--- src/hw/mfd_pkg.sv ---
// package for the mosfet fault detector configuration bank
// assumes a 40 MHz core clock and a byte-wide register address from spi
package mfd_pkg;

  // register addresses, write and read addresses differ
  localparam logic [7:0]  ADDR_THR_WR   = 8'h2C;
  localparam logic [7:0]  ADDR_THR_RD   = 8'hAC;
  localparam logic [7:0]  ADDR_MASK_WR  = 8'h30;
  localparam logic [7:0]  ADDR_MASK_RD  = 8'hB0;

  // reset values
  localparam logic [15:0] THR_RESET     = 16'h0444;
  localparam logic [15:0] MASK_RESET    = 16'h0000;

  // implemented bits; the rest read zero
  localparam logic [15:0] THR_USED      = 16'h3FFF;
  localparam logic [15:0] MASK_USED     = 16'h0FFF;

  // threshold register fields
  localparam int          FIL_MSB       = 13;
  localparam int          FIL_LSB       = 12;
  localparam int          VTHU_MSB      = 11;
  localparam int          VTHU_LSB      = 8;
  localparam int          VTHV_MSB      = 7;
  localparam int          VTHV_LSB      = 4;
  localparam int          VTHW_MSB      = 3;
  localparam int          VTHW_LSB      = 0;
  localparam logic [3:0]  VTH_MAX       = 4'hB;

  // filter codes
  localparam logic [1:0]  FIL_CODE_6US  = 2'h0;
  localparam logic [1:0]  FIL_CODE_8US  = 2'h1;
  localparam logic [1:0]  FIL_CODE_10US = 2'h2;
  localparam logic [1:0]  FIL_CODE_12US = 2'h3;

  // detector mask bit positions, per phase
  localparam int          DET_COUNT     = 12;
  localparam int          DIS_HS_GS_U   = 11;
  localparam int          DIS_HS_DS_U   = 10;
  localparam int          DIS_LS_GS_U   = 9;
  localparam int          DIS_LS_DS_U   = 8;
  localparam int          DIS_HS_GS_V   = 7;
  localparam int          DIS_HS_DS_V   = 6;
  localparam int          DIS_LS_GS_V   = 5;
  localparam int          DIS_LS_DS_V   = 4;
  localparam int          DIS_HS_GS_W   = 3;
  localparam int          DIS_HS_DS_W   = 2;
  localparam int          DIS_LS_GS_W   = 1;
  localparam int          DIS_LS_DS_W   = 0;

  // filter timing
  localparam int          CLK_PERIOD_NS = 25;
  localparam int          FIL_6US_NS    = 6000;
  localparam int          FIL_8US_NS    = 8000;
  localparam int          FIL_10US_NS   = 10000;
  localparam int          FIL_12US_NS   = 12000;
  localparam int          FIL_CNT_W     = 9;
  localparam logic [FIL_CNT_W-1:0] FIL_6US_CYC =
    FIL_CNT_W'((FIL_6US_NS + CLK_PERIOD_NS - 1) / CLK_PERIOD_NS);
  localparam logic [FIL_CNT_W-1:0] FIL_8US_CYC =
    FIL_CNT_W'((FIL_8US_NS + CLK_PERIOD_NS - 1) / CLK_PERIOD_NS);
  localparam logic [FIL_CNT_W-1:0] FIL_10US_CYC =
    FIL_CNT_W'((FIL_10US_NS + CLK_PERIOD_NS - 1) / CLK_PERIOD_NS);
  localparam logic [FIL_CNT_W-1:0] FIL_12US_CYC =
    FIL_CNT_W'((FIL_12US_NS + CLK_PERIOD_NS - 1) / CLK_PERIOD_NS);
  localparam logic [FIL_CNT_W-1:0] FIL_CNT_ONE = 9'h001;
  localparam logic [FIL_CNT_W-1:0] FIL_CNT_ZERO = 9'h000;

  // filter states
  typedef enum logic [1:0] {
    MFD_FLT_IDLE  = 2'b00,
    MFD_FLT_COUNT = 2'b01,
    MFD_FLT_FAULT = 2'b10
  } mfd_flt_state_t;

  // threshold code is one of the listed values
  function automatic logic mfd_vth_ok(input logic [3:0] code);
    return code <= VTH_MAX;
  endfunction

endpackage

--- src/hw/mfd_config.sv ---
// mosfet fault detector configuration bank and detection gating
// assumes an spi front end that presents decoded byte address, data
// and one-cycle write and read strobes on the core clock
//
// Notes on behaviour
// - bits 13:12 choose low-side drain filter time 6, 8, 10, 12 us.
// - bits 11:8 hold U low-side drain threshold, codes 0 to B.
// - bits 7:4 hold V low-side drain threshold, same coding.
// - bits 3:0 hold W low-side drain threshold, same coding.
// - unlisted codes leave that field at its previous value.
// - threshold register written at 2Ch, read back at ACh.
// - disable mask written at 30h, read back at B0h.
// - mask bit 0 runs detector; 1 blanks its detection, including one already present.
// - U phase mask bits 11..8: hs gs, hs ds, ls gs, ls ds.
// - V phase mask bits 7..4: hs gs, hs ds, ls gs, ls ds.
// - W phase mask bits 3..0: hs gs, hs ds, ls gs, ls ds.
`timescale 1ns/100ps
module mfd_config
  import mfd_pkg::*;
(
  // clock and reset
  input  wire logic                 mclk_in,
  input  wire logic                 rst_n_in,
  // register access from spi
  input  wire logic [7:0]           reg_addr_in,
  input  wire logic [15:0]          reg_wdata_in,
  input  wire logic                 reg_wr_in,
  input  wire logic                 reg_rd_in,
  output logic      [15:0]          reg_rdata_out,
  output logic                      reg_rvalid_out,
  // analog settings
  output logic      [1:0]           ls_filter_sel_out,
  output logic      [3:0]           ls_vth_u_out,
  output logic      [3:0]           ls_vth_v_out,
  output logic      [3:0]           ls_vth_w_out,
  output logic      [DET_COUNT-1:0] det_disable_out,
  // comparators in, detections out
  input  wire logic [DET_COUNT-1:0] cmp_raw_in,
  output logic      [DET_COUNT-1:0] det_out
);

  // register storage
  logic [15:0]          thr_reg;
  logic [15:0]          mask_reg;
  logic [15:0]          next_thr;
  logic [15:0]          next_mask;
  logic [15:0]          next_rdata;
  logic                 next_rvalid;
  logic [DET_COUNT-1:0] next_det;

  // decode
  wire thr_wr  = reg_wr_in & (reg_addr_in == ADDR_THR_WR);
  wire mask_wr = reg_wr_in & (reg_addr_in == ADDR_MASK_WR);
  wire thr_rd  = reg_addr_in == ADDR_THR_RD;
  wire mask_rd = reg_addr_in == ADDR_MASK_RD;

  // field candidates from the write data
  wire [1:0] wr_fil  = reg_wdata_in[FIL_MSB:FIL_LSB];
  wire [3:0] wr_vthu = reg_wdata_in[VTHU_MSB:VTHU_LSB];
  wire [3:0] wr_vthv = reg_wdata_in[VTHV_MSB:VTHV_LSB];
  wire [3:0] wr_vthw = reg_wdata_in[VTHW_MSB:VTHW_LSB];

  // stored fields
  wire [1:0] cur_fil  = thr_reg[FIL_MSB:FIL_LSB];
  wire [3:0] cur_vthu = thr_reg[VTHU_MSB:VTHU_LSB];
  wire [3:0] cur_vthv = thr_reg[VTHV_MSB:VTHV_LSB];
  wire [3:0] cur_vthw = thr_reg[VTHW_MSB:VTHW_LSB];

  // per-field update, unlisted codes keep the old value
  wire [1:0] upd_fil  = wr_fil;
  wire [3:0] upd_vthu = mfd_vth_ok(wr_vthu) ? wr_vthu : cur_vthu;
  wire [3:0] upd_vthv = mfd_vth_ok(wr_vthv) ? wr_vthv : cur_vthv;
  wire [3:0] upd_vthw = mfd_vth_ok(wr_vthw) ? wr_vthw : cur_vthw;

  // unused bits stay zero
  wire [15:0] thr_wr_val  = {2'h0, upd_fil, upd_vthu, upd_vthv, upd_vthw}
                            & THR_USED;
  wire [15:0] mask_wr_val = reg_wdata_in & MASK_USED;

  assign next_thr  = thr_wr  ? thr_wr_val  : thr_reg;
  assign next_mask = mask_wr ? mask_wr_val : mask_reg;

  // read mux; other addresses answer zero
  assign next_rdata  = !reg_rd_in ? reg_rdata_out :
                       thr_rd     ? (thr_reg & THR_USED) :
                       mask_rd    ? (mask_reg & MASK_USED) :
                       16'h0000;
  assign next_rvalid = reg_rd_in;

  // filter length from the selected code
  logic [FIL_CNT_W-1:0] fil_limit;
  always_comb begin
    case (cur_fil)
      FIL_CODE_6US:  fil_limit = FIL_6US_CYC;
      FIL_CODE_8US:  fil_limit = FIL_8US_CYC;
      FIL_CODE_10US: fil_limit = FIL_10US_CYC;
      FIL_CODE_12US: fil_limit = FIL_12US_CYC;
      default:       fil_limit = FIL_12US_CYC;
    endcase
  end

  // synchronised and gated comparators
  logic [DET_COUNT-1:0] cond_sync;
  logic [DET_COUNT-1:0] cond_active;

  mfd_sync_gate u_sync_gate (
    .clk_in     (mclk_in),
    .rst_n_in   (rst_n_in),
    .raw_in     (cmp_raw_in),
    .disable_in (mask_reg[DET_COUNT-1:0]),
    .cond_out   (cond_sync),
    .active_out (cond_active)
  );

  // low-side drain detectors get the persistence filter
  logic fault_ls_u;
  logic fault_ls_v;
  logic fault_ls_w;

  mfd_vds_filter u_filter_u (
    .clk_in    (mclk_in),
    .rst_n_in  (rst_n_in),
    .cond_in   (cond_sync[DIS_LS_DS_U]),
    .enable_in (~mask_reg[DIS_LS_DS_U]),
    .limit_in  (fil_limit),
    .fault_out (fault_ls_u)
  );

  mfd_vds_filter u_filter_v (
    .clk_in    (mclk_in),
    .rst_n_in  (rst_n_in),
    .cond_in   (cond_sync[DIS_LS_DS_V]),
    .enable_in (~mask_reg[DIS_LS_DS_V]),
    .limit_in  (fil_limit),
    .fault_out (fault_ls_v)
  );

  mfd_vds_filter u_filter_w (
    .clk_in    (mclk_in),
    .rst_n_in  (rst_n_in),
    .cond_in   (cond_sync[DIS_LS_DS_W]),
    .enable_in (~mask_reg[DIS_LS_DS_W]),
    .limit_in  (fil_limit),
    .fault_out (fault_ls_w)
  );

  // detection vector, one bit per detector in mask order
  always_comb begin
    next_det              = cond_active;
    next_det[DIS_LS_DS_U] = fault_ls_u;
    next_det[DIS_LS_DS_V] = fault_ls_v;
    next_det[DIS_LS_DS_W] = fault_ls_w;
  end

  always_ff @(posedge mclk_in) begin
    if (!rst_n_in) begin
      thr_reg        <= THR_RESET;
      mask_reg       <= MASK_RESET;
      reg_rdata_out  <= 16'h0000;
      reg_rvalid_out <= 1'b0;
      det_out        <= '0;
    end else begin
      thr_reg        <= next_thr;
      mask_reg       <= next_mask;
      reg_rdata_out  <= next_rdata;
      reg_rvalid_out <= next_rvalid;
      det_out        <= next_det;
    end
  end

  // settings to the analog side, straight from the registers
  assign ls_filter_sel_out = thr_reg[FIL_MSB:FIL_LSB];
  assign ls_vth_u_out      = thr_reg[VTHU_MSB:VTHU_LSB];
  assign ls_vth_v_out      = thr_reg[VTHV_MSB:VTHV_LSB];
  assign ls_vth_w_out      = thr_reg[VTHW_MSB:VTHW_LSB];
  assign det_disable_out   = mask_reg[DET_COUNT-1:0];

endmodule

--- src/hw/mfd_sync_gate.sv ---
// two-flop synchroniser and disable gate for the twelve comparators
// assumes comparator levels arrive asynchronously from the analog side
`timescale 1ns/100ps
module mfd_sync_gate
  import mfd_pkg::*;
(
  // clock and reset
  input  wire logic                 clk_in,
  input  wire logic                 rst_n_in,
  // comparators and mask
  input  wire logic [DET_COUNT-1:0] raw_in,
  input  wire logic [DET_COUNT-1:0] disable_in,
  // synchronised condition and gated detections
  output logic      [DET_COUNT-1:0] cond_out,
  output logic      [DET_COUNT-1:0] active_out
);

  logic [DET_COUNT-1:0] meta;
  logic [DET_COUNT-1:0] stable;

  always_ff @(posedge clk_in) begin
    if (!rst_n_in) begin
      meta   <= '0;
      stable <= '0;
    end else begin
      meta   <= raw_in;
      stable <= meta;
    end
  end

  assign cond_out   = stable;
  // a disabled detector reports nothing, not even a detection already present
  assign active_out = stable & ~disable_in;

endmodule

--- src/hw/mfd_vds_filter.sv ---
// persistence filter for one low-side drain-source comparator
// assumes a synchronised condition and a stable filter length
`timescale 1ns/100ps
module mfd_vds_filter
  import mfd_pkg::*;
(
  // clock and reset
  input  wire logic                 clk_in,
  input  wire logic                 rst_n_in,
  // condition and control
  input  wire logic                 cond_in,
  input  wire logic                 enable_in,
  input  wire logic [FIL_CNT_W-1:0] limit_in,
  // filtered fault level
  output logic                      fault_out
);

  mfd_flt_state_t         state;
  mfd_flt_state_t         next_state;
  logic [FIL_CNT_W-1:0]   cnt;
  logic [FIL_CNT_W-1:0]   next_cnt;
  wire                    live = cond_in & enable_in;
  wire                    done = (cnt + FIL_CNT_ONE) >= limit_in;

  always_comb begin
    next_state = state;
    next_cnt   = cnt;
    case (state)
      MFD_FLT_IDLE: begin
        next_cnt = FIL_CNT_ZERO;
        if (live) begin
          next_state = MFD_FLT_COUNT;
          next_cnt   = FIL_CNT_ONE;
        end
      end
      MFD_FLT_COUNT: begin
        if (!live) begin
          // short excursion is dropped
          next_state = MFD_FLT_IDLE;
          next_cnt   = FIL_CNT_ZERO;
        end else if (done) begin
          next_state = MFD_FLT_FAULT;
        end else begin
          next_cnt = cnt + FIL_CNT_ONE;
        end
      end
      MFD_FLT_FAULT: begin
        if (!live) begin
          next_state = MFD_FLT_IDLE;
          next_cnt   = FIL_CNT_ZERO;
        end
      end
      default: begin
        next_state = MFD_FLT_IDLE;
        next_cnt   = FIL_CNT_ZERO;
      end
    endcase
  end

  always_ff @(posedge clk_in) begin
    if (!rst_n_in) begin
      state <= MFD_FLT_IDLE;
      cnt   <= FIL_CNT_ZERO;
    end else begin
      state <= next_state;
      cnt   <= next_cnt;
    end
  end

  assign fault_out = (state == MFD_FLT_FAULT);

endmodule

--- config.mk ---
export PLATFORM = sky130hd
export DESIGN_NAME = mfd_config
export DESIGN_NICKNAME = d
export VERILOG_FILES = /design/src/hw/mfd_pkg.sv /design/src/hw/mfd_config.sv /design/src/hw/mfd_sync_gate.sv /design/src/hw/mfd_vds_filter.sv
export SDC_FILE = /design/constraint.sdc
export NUM_CORES = 1
export LEC_CHECK = 0
export BUFFER_PORTS_ARGS = -buffer_cell sky130_fd_sc_hd__buf_4
export CAP_MARGIN = 20
export CORE_MARGIN = 4
export CORE_UTILIZATION = 56
export CTS_CLUSTER_DIAMETER = 80
export DETAILED_ROUTE_END_ITERATION = 8
export PLACE_DENSITY = 0.84
export SYNTH_ARGS = -nofsm -noshare
export SYNTH_HDL_FRONTEND = slang
export SYNTH_SLANG_ARGS = --single-unit
--- constraint.sdc ---
create_clock -name mclk_in -period 3.1 [get_ports mclk_in]
set_clock_uncertainty 0.15 [all_clocks]
set_input_delay 0.155 -clock mclk_in [delete_from_list [all_inputs] [get_ports mclk_in]]
set_output_delay 0.155 -clock mclk_in [all_outputs]
set_load 0.05 [all_outputs]
# --- Yosys cells after proc, flatten, opt, wreduce, memory -nomap -nowiden ---
# Index checks and enable logic that the tools add are counted.
totals:
  in_bits: 40
  wordCells: 106
  out_inout_bits: 55
  ff_bits: 112
op_classes:
  bitwise_logic: 10
  reduce_logical: 13
  n_eq_ne: 25
  n_mux: 33
  n_addsub: 3
  order_cmp: 6
op_table:
  columns: ["operator", "n"]
  rows:
  - ["$mux W9", 9]
  - ["$pmux W9 S3", 3]
  - ["$pmux W9 S4", 1]
  - ["$add A9 B1 Y9 const B", 3]
  - ["$ge A9 B9 Y1", 3]
  - ["$mux W2", 12]
  - ["$ne A3 B3 Y1 const B", 6]
  - ["$pmux W2 S3", 3]
  - ["$eq A8 B6 Y1 const B", 2]
  - ["$eq A8 B8 Y1 const B", 2]
  - ["$mux W14", 1]
  - ["$and A12 B12 Y12", 1]
  - ["$le A4 B4 Y1 const B", 3]
  - ["$mux W12", 1]
  - ["$not A12 Y12", 1]
  - ["$reduce_and A2 Y1", 6]
  - ["$eq A2 B2 Y1 const B", 5]
  - ["$reduce_and A3 Y1", 3]
  - ["$eq A2 B1 Y1 const B", 4]
  - ["$logic_not A2 Y1", 4]
  - ["$ne A2 B1 Y1 const B", 3]
  - ["$ne A2 B2 Y1 const B", 3]
  - ["$and A1 B1 Y1", 5]
  - ["$mux W1", 3]
  - ["$not A1 Y1", 3]

# --- Depth between registers and ports, before layout ---
# Gate-level depths: netlist of run 1.
logic_depth:
  depth_word: 6
  ltp_mapped: 12
  depth_no_buf: 11

# --- Modules after synthesis ---
# A second synthesis of run 1 with hierarchy kept.
hier_totals:
  cells_unflattened: 636
  area_unflattened_um2: 5750.5
modules_own_cells:
  columns: ["module", "area_per_inst_um2", "n_inst", "cells_per_inst", "seq_area_each_um2"]
  rows:
  - ["mfd_vds_filter", 945.9, 3, 116, 220.2]
  - ["mfd_config", 2162.1, 1, 226, 1061.0]
  - ["mfd_sync_gate", 750.7, 1, 62, 480.5]

# --- Least setup slack after synthesis of run 1 ---
# Ideal clock, no wire load.
synth_path:
  path_kind: "reg-to-reg"
  startpoint: "register thr_reg[12]"
  endpoint: "register u_filter_u.cnt[8]"
  required_ns: 2.828
  path_slack_ns: 0.038
  setup_time_ns: 0.122
  stages_incl_launch_ff: 10
  arrival_time_ns: 2.790
  period_less_slack_ns: 3.062
  n_path_buf: 0
  cell_sequence: "dfxtp_1 inv_1 ha_1 or2_2 ha_1 nand4_1 a2111oi_4 nor3b_2 mux2i_1 a311o_1"
synth_via:
  elab_chain_cells: 5
  word_cells_on_any_way: 8
  cone_classes: "order compare: 1; eq/ne: 4; mux: 1; reduce/logical: 2"
synth_rtl:
  columns: ["element", "line_no", "rtl"]
  rows:
  - ["start: declaration", "mfd_config.sv:43", "logic [15:0] thr_reg;"]
  - ["start signal: assignment", "mfd_config.sv:163", "thr_reg <= next_thr;"]
  - ["$eq A2 B2 Y1, or another cell as far along", "mfd_config.sv:93", "case (cur_fil)"]
  - ["$pmux W9 S4 *", "mfd_config.sv:93", null]
  - ["$ge A9 B9 Y1 *", "mfd_vds_filter.sv:23", "wire done = (cnt + FIL_CNT_ONE) >= limit_in;"]
  - ["$ne A3 B3 Y1 (no line) *", null, null]
  - ["$reduce_and A2 Y1 (no line) *", null, null]
  - ["end signal: assignment", "mfd_vds_filter.sv:66", "cnt <= next_cnt;"]
  - ["end: declaration", "mfd_vds_filter.sv:20", "logic [FIL_CNT_W-1:0] cnt;"]
# Mark *: on every way between the ends. The rest lies on a longest branch, timed or not. The select of a mux whose other input is x is not followed.
# A chain may end at the register's enable or synchronous reset.

# --- Final worst setup path of run 1 ---
layout_path:
  startpoint: "register u_filter_w.cnt[2]"
  endpoint: "register u_filter_w.cnt[2]"
layout_via:
  elab_chain_cells: 4
  word_cells_on_any_way: 7
  cone_classes: "add/sub: 1; order compare: 1; eq/ne: 1; mux: 3; reduce/logical: 1"
layout_rtl:
  columns: ["element", "line_no"]
  rows:
  - ["start: declaration", "mfd_vds_filter.sv:20"]
  - ["start signal: assignment", "mfd_vds_filter.sv:66"]
  - ["$add A9 B1 Y9 *", "mfd_vds_filter.sv:23, mfd_vds_filter.sv:44"]
  - ["$ge A9 B9 Y1 / $mux W9 (equally long branches)", "mfd_vds_filter.sv:23, mfd_vds_filter.sv:41"]
  - ["$ne A3 B3 Y1 (no line) / $mux W9 (equally long branches)", null]
  - ["$reduce_and A2 Y1 (no line) / $pmux W9 S3 (equally long branches)", null]
# Marked as above.

==> impl_metrics.env, run 1 <==
export IMPL_ys_flop_type="dfxtp_1"
export IMPL_drive_gt1_share_pct=21.8
export IMPL_stdcell_count=859
export IMPL_ys_async_sr_fraction_pct=0
export IMPL_grt_pass1_wl_mm=23.8
export IMPL_dp_hpwl_mm=9.93
export IMPL_required_ps=3270
export IMPL_post_route_cell_area_um2=6800
export IMPL_synth_area_leaders="dfxtp_1 (41%), ha_1 (5.8%), and2_1 (4.6%)"
export IMPL_holdWs_ps=4.63
export IMPL_run_status="finished, final reports clean"
export IMPL_dp_cells=808
export IMPL_cts_tree="yes"
export IMPL_dieArea_um2=11300
export IMPL_die_x_um=106
export IMPL_clkSlewWorstSetupHoldPaths_ps=110
export IMPL_initial_core_util_pct=58.1
export IMPL_cts_buffers=9
export IMPL_ys_ff_latch=110
export IMPL_yosys_area_top_type="dfxtp_1"
export IMPL_synth_area_um2=5420
export IMPL_area_growth_pct=25.5
export IMPL_yosys_area_top_type_share_pct=40.7
export IMPL_crit_type="flop to flop"
export IMPL_cts_root_buf="clkbuf_8"
export IMPL_worstMarginPinSlew_ps=838
export IMPL_portBuffers=90
export IMPL_ys_types=60
export IMPL_vias=5042
export IMPL_clock_sinks=110
export IMPL_placed_area_um2=6180
export IMPL_startpoint_type="flop"
export IMPL_max_clock_freq_mhz=341
export IMPL_grt_antenna_before_repair=0
export IMPL_syn_area_per_cell_um2=8.79
export IMPL_grt_pass1_vias=4975
export IMPL_grt_start_max_net_pins=48
export IMPL_wirelength_mm=14.6
export IMPL_utilization_pct=72.9
export IMPL_htreeDepth=3
export IMPL_rows=35
export IMPL_cap_violations=0
export IMPL_fin_crit_sh_pct=94.7
export IMPL_place_gp_congestion=0.912
export IMPL_layout_min_cycle_time_ps=2940
export IMPL_drc=0
export IMPL_clkLatencyLatePin_ps=370
export IMPL_hold_class="input port to flop"
export IMPL_synth_cells=616
export IMPL_diodes=0
export IMPL_final_hold_viol_count=0
export IMPL_finalSetupViolations=0
export IMPL_rsz0062_at_grt="no"
export IMPL_clockBufferDepth=2
export IMPL_ys_warn_count=0
export IMPL_wire_per_inst_um=16.9
export IMPL_ys_seq_area_share_pct=40.7
export IMPL_grt_ovfl_total=0
export IMPL_detail_route_antenna_nets=0
export IMPL_final_max_slew_violation_count=0
export IMPL_die_height_um=106
export IMPL_ios=95
export IMPL_p_leak_nw=2.81
export IMPL_track_usage_pct=25.7
export IMPL_crit_path_end_kind="flop"
export IMPL_drtIter0Drc=293
export IMPL_worstPathArrival_ps=3110
export IMPL_peakVddDrop_mv=0.393
export IMPL_via_per_inst=5.87
export IMPL_synth_edff_count=0
export IMPL_core_area_um2=9330
export IMPL_pwr_density_cell_nw_per_um2=368
export IMPL_relSlewSlack_pct=43.4
export IMPL_firstDrtPassIters=4
export IMPL_fillCellCount=632
export IMPL_worstPathMaxFanout=8
export IMPL_nNetsFinal=790
==> worst paths after layout <==
kind                                start           endpoint  slack [ps]  depth (start not counted)
setup / recovery        u_filter_w.cnt[2]  u_filter_w.cnt[2]         160                          9
hold reg to reg   u_sync_gate.cond_out[6]         det_out[6]         270                          2
hold / removal             reg_addr_in[3]        mask_reg[0]           5                          4
setup reg to reg        u_filter_w.cnt[2]  u_filter_w.cnt[2]         160                          9
==> kinds of logic after synthesis <==
family / after synthesis / synth area share [%]
AND/OR/NAND/NOR: 280 / 28.6
flip-flops: 110 / 40.7
AO/OA/AOI/OAI: 108 / 14.7
buffers and inverters: 60 / 4.76
adder cells (fa/ha/maj): 25 / 5.78
XOR/XNOR: 20 / 3.23
multiplexers: 12 / 2.22
other: 1 / 0.0692
==> worst max-delay path, cell delays in order (launching register included) <==
cell and delay, ps:
dfxtp_1 470, and3_1 270, nand4_1 150, xnor2_1 290, ha_1 300, and3_1 210, o21a_1 180, or3b_4 480
nor4b_2 230, o21a_1 150
==> per-layer routing <==
layer  up-vias  global-route usage [%]  share of wire (%)
met5         -                       0                  0
met2       183                    44.7                 50
met1      2410                    31.7                 41
met3        33                    5.71                6.4
met4         0                    8.05                2.0
li1       2416                       -                  -
==> timing repair <==
| action | 4_1_cts | 5_1_grt |
|---|---|---|
| endpoints found under the setup margin | 6 | 30 |
| hold buffers | 33 | 0 |
| setup buffers | 0 | 2 |
| pin swaps | 0 | 4 |
| resized for setup | 2 | 21 |
| hold endpoints to repair | 39 | 0 |
==> cells in the mapped netlist, types with 5 or more instances <==
| cell type | count |
|---|---|
| xor2_1 | 7 |
| and3_1 | 13 |
| o22ai_1 | 15 |
| nor3b_1 | 5 |
| o21ai_0 | 5 |
| mux2i_1 | 12 |
| nand2_1 | 65 |
| xnor2_1 | 13 |
| buf_2 | 5 |
| nor3_1 | 10 |
| o21a_1 | 11 |
| nor4_1 | 17 |
| ha_1 | 25 |
| a21oi_1 | 12 |
| nor2_1 | 29 |
| and2_1 | 40 |
| nand3_1 | 42 |
| dfxtp_1 | 110 |
| nand4_1 | 11 |
| a21boi_0 | 14 |
| inv_1 | 18 |
| nor2b_1 | 11 |
| nand3b_1 | 6 |
| a22oi_1 | 12 |
| nand2b_1 | 5 |
| clkbuf_1 | 31 |
| a31oi_1 | 10 |
==> placed cells by master, fill, tap and decap left out, types with 13 or more instances in the layout <==
| master | n |
|---|---|
| nor4_1 | 16 |
| o22ai_1 | 15 |
| inv_1 | 18 |
| and2_1 | 40 |
| nand3_1 | 41 |
| dfxtp_1 | 104 |
| ha_1 | 22 |
| a21boi_0 | 14 |
| xnor2_1 | 13 |
| nor2_1 | 26 |
| nand2_1 | 65 |
| dlygate4sd3_1 | 33 |
| buf_4 | 106 |
==> power breakdown <==
group          internal [mW]  switching, mW  total, mW  leakage [nW]
Combinational         0.0859         0.0901      0.176          1.81
Sequential              1.43         0.0102       1.44         0.896
Clock                  0.328          0.554      0.882         0.104
Total                   1.85          0.655       2.50          2.81
==> area by class of cell <==
cell class	count	area [um^2]	share of cell area, %
clock buffer	9	124	1.82
tap	129	161	2.37
inverter	18	67.6	0.994
multi-input combinational	447	3030	44.5
timing repair buffer	139	1130	16.6
sequential	110	2210	32.5
clock inverter	7	81.3	1.20
==> stage by stage <==
stage               TNS (ps)  setup slack, ps  power [mW]
finish                     0              164        2.50
global route               0             7.40        2.59
CTS                        0             2.06        2.51
detailed placement     -32.7            -32.7        1.62
global placement           0              127        1.61
floorplan                  0             37.8        1.55
Note: power is estimated with default switching activity, not from simulation.
==> run 2: changes to the inputs <==
--- a/config.mk
+++ b/config.mk
@@ -8,10 +8,11 @@
 export BUFFER_PORTS_ARGS = -buffer_cell sky130_fd_sc_hd__buf_4
 export CAP_MARGIN = 20
 export CORE_MARGIN = 4
-export CORE_UTILIZATION = 56
+export CORE_UTILIZATION = 57
 export CTS_CLUSTER_DIAMETER = 80
 export DETAILED_ROUTE_END_ITERATION = 8
-export PLACE_DENSITY = 0.84
+export PLACE_DENSITY = 0.85
 export SYNTH_ARGS = -nofsm -noshare
 export SYNTH_HDL_FRONTEND = slang
+export SYNTH_HIERARCHICAL = 1
 export SYNTH_SLANG_ARGS = --single-unit
==> impl_metrics.env, run 2 <==
export IMPL_ios=95
export IMPL_final_hold_viol_count=0
export IMPL_drive_gt1_share_pct=23.9
export IMPL_clockBufferDepth=2
export IMPL_die_height_um=108
export IMPL_grt_pass1_vias=4991
export IMPL_ys_warn_count=6
export IMPL_clock_sinks=110
export IMPL_layout_min_cycle_time_ps=2970
export IMPL_final_max_slew_violation_count=0
export IMPL_wirelength_mm=14.3
export IMPL_startpoint_type="flop"
export IMPL_pwr_density_cell_nw_per_um2=361
export IMPL_synth_area_um2=5730
export IMPL_hold_start="reg_addr_in[0]"
export IMPL_clkSlewWorstSetupHoldPaths_ps=120
export IMPL_fin_crit_sh_pct=95.8
export IMPL_required_ps=3230
export IMPL_initial_core_util_pct=58.6
export IMPL_portBuffers=90
export IMPL_syn_area_per_cell_um2=9.05
export IMPL_cts_tree="yes"
export IMPL_finalSetupViolations=0
export IMPL_synth_cells=633
export IMPL_grt_ovfl_total=0
export IMPL_drc=0
export IMPL_reg2reg_slack_ps=130
export IMPL_post_place_ws_ps=149
export IMPL_postCtsSetupRepairBufs=0
export IMPL_relSlewSlack_pct=46.1
export IMPL_htreeDepth=3
export IMPL_r2r_start="u_filter_w/cnt[4]"
export IMPL_die_x_um=108
export IMPL_cts_buffers=9
export IMPL_worstMarginPinSlew_ps=806
export IMPL_crit_path_end_kind="flop"
export IMPL_worstPathMaxFanout=7
export IMPL_core_area_um2=9770
export IMPL_setup_tns_ps=0
export IMPL_hold_class="input port to flop"
export IMPL_via_per_inst=5.68
export IMPL_final_cell_mix="buf_4 (109), dfxtp_1 (101), nand2_1 (71)"
export IMPL_rows=36
export IMPL_p_leak_nw=3.07
export IMPL_dieArea_um2=11700
export IMPL_crit_type="flop to flop"
export IMPL_nNetsFinal=838
export IMPL_grt_pass1_wl_mm=23.5
export IMPL_dp_hpwl_mm=9.98
export IMPL_area_growth_pct=23.4
export IMPL_firstDrtPassIters=5
export IMPL_max_clock_freq_mhz=337
export IMPL_crit_start="u_filter_w/cnt[4]"
export IMPL_run_status="finished, final reports clean"
export IMPL_wire_per_inst_um=15.8
export IMPL_place_gp_congestion=0.938
export IMPL_cap_violations=0
export IMPL_holdPathStages=4
export IMPL_layout_commonest_cell="buf_4"
export IMPL_track_usage_pct=24.6
export IMPL_vias=5130
export IMPL_diodes=0
export IMPL_drtIter0Drc=366
export IMPL_postLayoutSetupSlackWorst_ps=129
export IMPL_clkLatencyLatePin_ps=370
export IMPL_worstPathArrival_ps=3100
export IMPL_reg2regPathDepth=10
export IMPL_dp_cells=856
export IMPL_detail_route_antenna_nets=0
export IMPL_stdcell_count=903
export IMPL_cts_root_buf="clkbuf_8"
export IMPL_hold_end="thr_reg[6]"
export IMPL_utilization_pct=72.4
export IMPL_rsz0062_at_grt="no"
export IMPL_grt_antenna_before_repair=0
export IMPL_peakVddDrop_mv=0.287
export IMPL_grt_start_max_net_pins=77
export IMPL_rr_endpoint="u_filter_w/cnt[8]"
-- run 2: power by group --
| part | switching (mW) | total [mW] | leakage [nW] | internal [mW] |
|---|---|---|---|---|
| clock network | 0.553 | 0.883 | 0.105 | 0.330 |
| registers | 0.00760 | 1.44 | 0.897 | 1.43 |
| logic | 0.117 | 0.225 | 2.07 | 0.108 |
| total | 0.677 | 2.55 | 3.07 | 1.87 |
-- run 2: layout make-up --
| type | instances | area [um^2] |
|---|---|---|
| fill | 666 | 2700 |
| clock buffer | 9 | 124 |
| inverter | 39 | 146 |
| tap | 133 | 166 |
| clock inverter | 7 | 83.8 |
| timing repair buffer | 140 | 1130 |
| multi-input combinational | 465 | 3210 |
| sequential | 110 | 2210 |
-- run 2: worst max-delay path by stage --
stage                     slack, ps  depth (start not counted)                end
final                           130                         10  u_filter_w/cnt[8]
after global routing             30                         10  u_filter_u/cnt[8]
after CTS                       130                         10  u_filter_w/cnt[8]
after detailed placement        150                         10  u_filter_w/cnt[8]
after global placement          230                         10  u_filter_u/cnt[8]
after floorplan                 310                         10  u_filter_u/cnt[8]
-- run 2: repair_timing --
action	4_1_cts	5_1_grt
hold endpoints to repair	42	0
resized for setup	0	14
hold buffers	31	0
setup endpoints to repair	0	9
-- run 2: worst max-delay path: stages (launching register included) --
cell and delay (ps):
dfxtp_1 400, and3_1 210, and3_2 260, nand3_1 130, xnor2_1 170, ha_1 320
nand4_1 130, or2_2 360, o211a_1 320, mux2i_1 150, a211o_1 260
-- run 2: per-stage QoR --
step / hold slack [ps] / power (mW) / area [um^2]
detailed placement: 216 / 1.66 / 6520
global route: 55.1 / 2.65 / 7070
finish: 76.2 / 2.55 / 7070
CTS: 60.5 / 2.56 / 7040
floorplan: 132 / 1.59 / 5780
global placement: 212 / 1.66 / 6520
-- run 2: layer usage --
layer  up-vias  GRT usage, %  part of all wire, %  wire, um
li1       2473             -                    -         -
met1      2395          30.8                   41      5820
met2       221          42.3                   50      7190
met3        41          4.48                  6.2       893
met4         0          9.20                  2.8       400
met5         -             0                    0         0
==> run 3: changes to the inputs <==
--- a/config.mk
+++ b/config.mk
@@ -11,7 +11,7 @@
 export CORE_UTILIZATION = 57
 export CTS_CLUSTER_DIAMETER = 80
 export DETAILED_ROUTE_END_ITERATION = 8
-export PLACE_DENSITY = 0.85
+export PLACE_DENSITY = 0.9
 export SYNTH_ARGS = -nofsm -noshare
 export SYNTH_HDL_FRONTEND = slang
 export SYNTH_HIERARCHICAL = 1
==> impl_metrics.env, run 3 (same netlist as run 2, synthesis figures left out) <==
export IMPL_peakVddDrop_mv=0.381
export IMPL_worstMarginPinSlew_ps=780
export IMPL_sequentialPowerShare_pct=55.9
export IMPL_detail_route_antenna_nets=0
export IMPL_clkSlewWorstSetupHoldPaths_ps=120
export IMPL_dieArea_um2=11700
export IMPL_critPathMaxStageDelay_ps=420
export IMPL_grt_pass1_wl_mm=24.8
export IMPL_vias=5229
export IMPL_startpoint_type="flop"
export IMPL_grt_ovfl_total=0
export IMPL_layout_min_cycle_time_ps=2970
export IMPL_grt_pass1_vias=5094
export IMPL_drive_gt1_share_pct=23.7
export IMPL_wire_per_inst_um=17.0
export IMPL_htreeDepth=3
export IMPL_cts_buffers=9
export IMPL_run_status="finished, final reports clean"
export IMPL_postCtsSetupRepairBufs=0
export IMPL_place_gp_congestion=0.888
export IMPL_p_switching_mw=0.712
export IMPL_fin_crit_sh_pct=95.7
export IMPL_drtIter0Drc=433
export IMPL_area_growth_pct=22.5
export IMPL_p_total_mw=2.58
export IMPL_cts_root_buf="clkbuf_8"
export IMPL_worstPathMaxFanout=7
export IMPL_core_area_um2=9770
export IMPL_pwr_density_cell_nw_per_um2=368
export IMPL_reg2reg_slack_ps=130
export IMPL_finalSetupViolations=0
export IMPL_firstDrtPassIters=5
export IMPL_met3_length_mm=1.06
export IMPL_wirelength_mm=15.3
export IMPL_dp_hpwl_mm=10.2
export IMPL_fillCellCount=663
export IMPL_path_buf_inv=0
export IMPL_final_cell_mix="buf_4 (106), dfxtp_1 (101), nand2_1 (71)"
export IMPL_wl_met2_mm=7.78
export IMPL_stdcell_count=897
export IMPL_path_cells="and3_1 > and3_2 > nand3_1 > xnor2_1 > ha_1 > nand4_1 > or2_2 > o211a_1 > mux2i_1 > a211o_1"
export IMPL_die_height_um=108
export IMPL_relSlewSlack_pct=48.0
export IMPL_track_usage_pct=26.2
export IMPL_required_ps=3230
export IMPL_p_int_mw=1.87
export IMPL_max_clock_freq_mhz=337
export IMPL_via_per_inst=5.83
export IMPL_rsz0062_at_grt="yes"
export IMPL_worstPathArrival_ps=3100
export IMPL_ios=95
export IMPL_clockBufferDepth=2
export IMPL_rows=36
export IMPL_portBuffers=90
export IMPL_layout_commonest_cell="buf_4"
export IMPL_switching_share_pct=27.6
export IMPL_path_delay_family="simple AND/OR/NAND/NOR gates"
export IMPL_dp_cells=853
export IMPL_grt_start_max_net_pins=76
export IMPL_final_hold_viol_count=0
export IMPL_final_max_slew_violation_count=0
export IMPL_hold_class="input port to flop"
export IMPL_cts_tree="yes"
export IMPL_clock_sinks=110
export IMPL_pwr_share_comb_pct=8.7
export IMPL_grt_antenna_before_repair=0
export IMPL_die_x_um=108
export IMPL_initial_core_util_pct=58.6
export IMPL_clock_power_share_pct=35.4
export IMPL_crit_type="flop to flop"
export IMPL_cp_slowest_cell="dfxtp_1"
export IMPL_drc=0
export IMPL_clkLatencyLatePin_ps=380
export IMPL_diodes=0
export IMPL_cap_violations=0
export IMPL_met1Wirelength_mm=5.97
export IMPL_p_leak_nw=3.05
export IMPL_crit_path_end_kind="flop"
export IMPL_nNetsFinal=832
export IMPL_dr_max_layer_used="met4"
[run 3: worst paths after layout]
kind,start,end,cells past startpoint
worst min register to register,u_sync_gate/meta[0],u_sync_gate/cond_out[0],1
worst max register to register,u_filter_v/cnt[4],u_filter_v/cnt[8],10
worst min-delay path,reg_addr_in[1],thr_reg[10],4
worst max-delay path,u_filter_v/cnt[4],u_filter_v/cnt[8],10
[run 3: area by class of cell]
class	instances	area, um^2	share of cell area (%)
Multi-Input combinational cell	465	3210	45.7
Inverter	39	146	2.08
Tap cell	133	166	2.37
Clock buffer	9	124	1.76
Timing Repair Buffer	134	1080	15.3
Clock inverter	7	81.3	1.16
Sequential cell	110	2220	31.6
[run 3: through the flow]
| stage | cell area [um^2] | setup WS (ps) | hold slack [ps] | setup TNS, ps | util (%) |
|---|---|---|---|---|---|
| after floorplan | 5780 | 305 | 132 | 0 | - |
| after global placement | 6500 | 222 | 214 | 0 | 66.5 |
| after detailed placement | 6500 | 88.9 | 221 | 0 | 66.5 |
| after CTS | 6990 | 61.7 | 73.2 | 0 | 71.5 |
| after global routing | 7020 | -2.96 | 82.3 | -2.96 | 71.8 |
| final | 7020 | 133 | 73.9 | 0 | 71.8 |
[run 3: routing by layer]
layer  track usage [%]  vias up
met1              31.2     2490
li1                  -     2460
met4              9.56        0
met5                 0        -
met3              5.25       48
met2              46.6      231
[run 3: worst reg2reg max path, stage by stage (launching register included)]
cell	delay [ps]
dfxtp_1	420
and3_1	220
and3_2	250
nand3_1	130
xnor2_1	160
ha_1	330
nand4_1	120
or2_2	340
o211a_1	320
mux2i_1	160
a211o_1	270
[run 3: power by group through the flow]
stage	Sequential (mW)	Clock (mW)	Combinational, mW
floorplan	1.49	0	0.105
global placement	1.47	0	0.181
detailed placement	1.47	0	0.188
CTS	1.44	0.906	0.218
global route	1.45	0.970	0.243
finish	1.44	0.915	0.225
[run 3: what timing repair did]
item                       CTS  global route
hold buffers                28             0
resized for setup            0            15
setup endpoints to repair    0            12
hold endpoints to repair    41             0
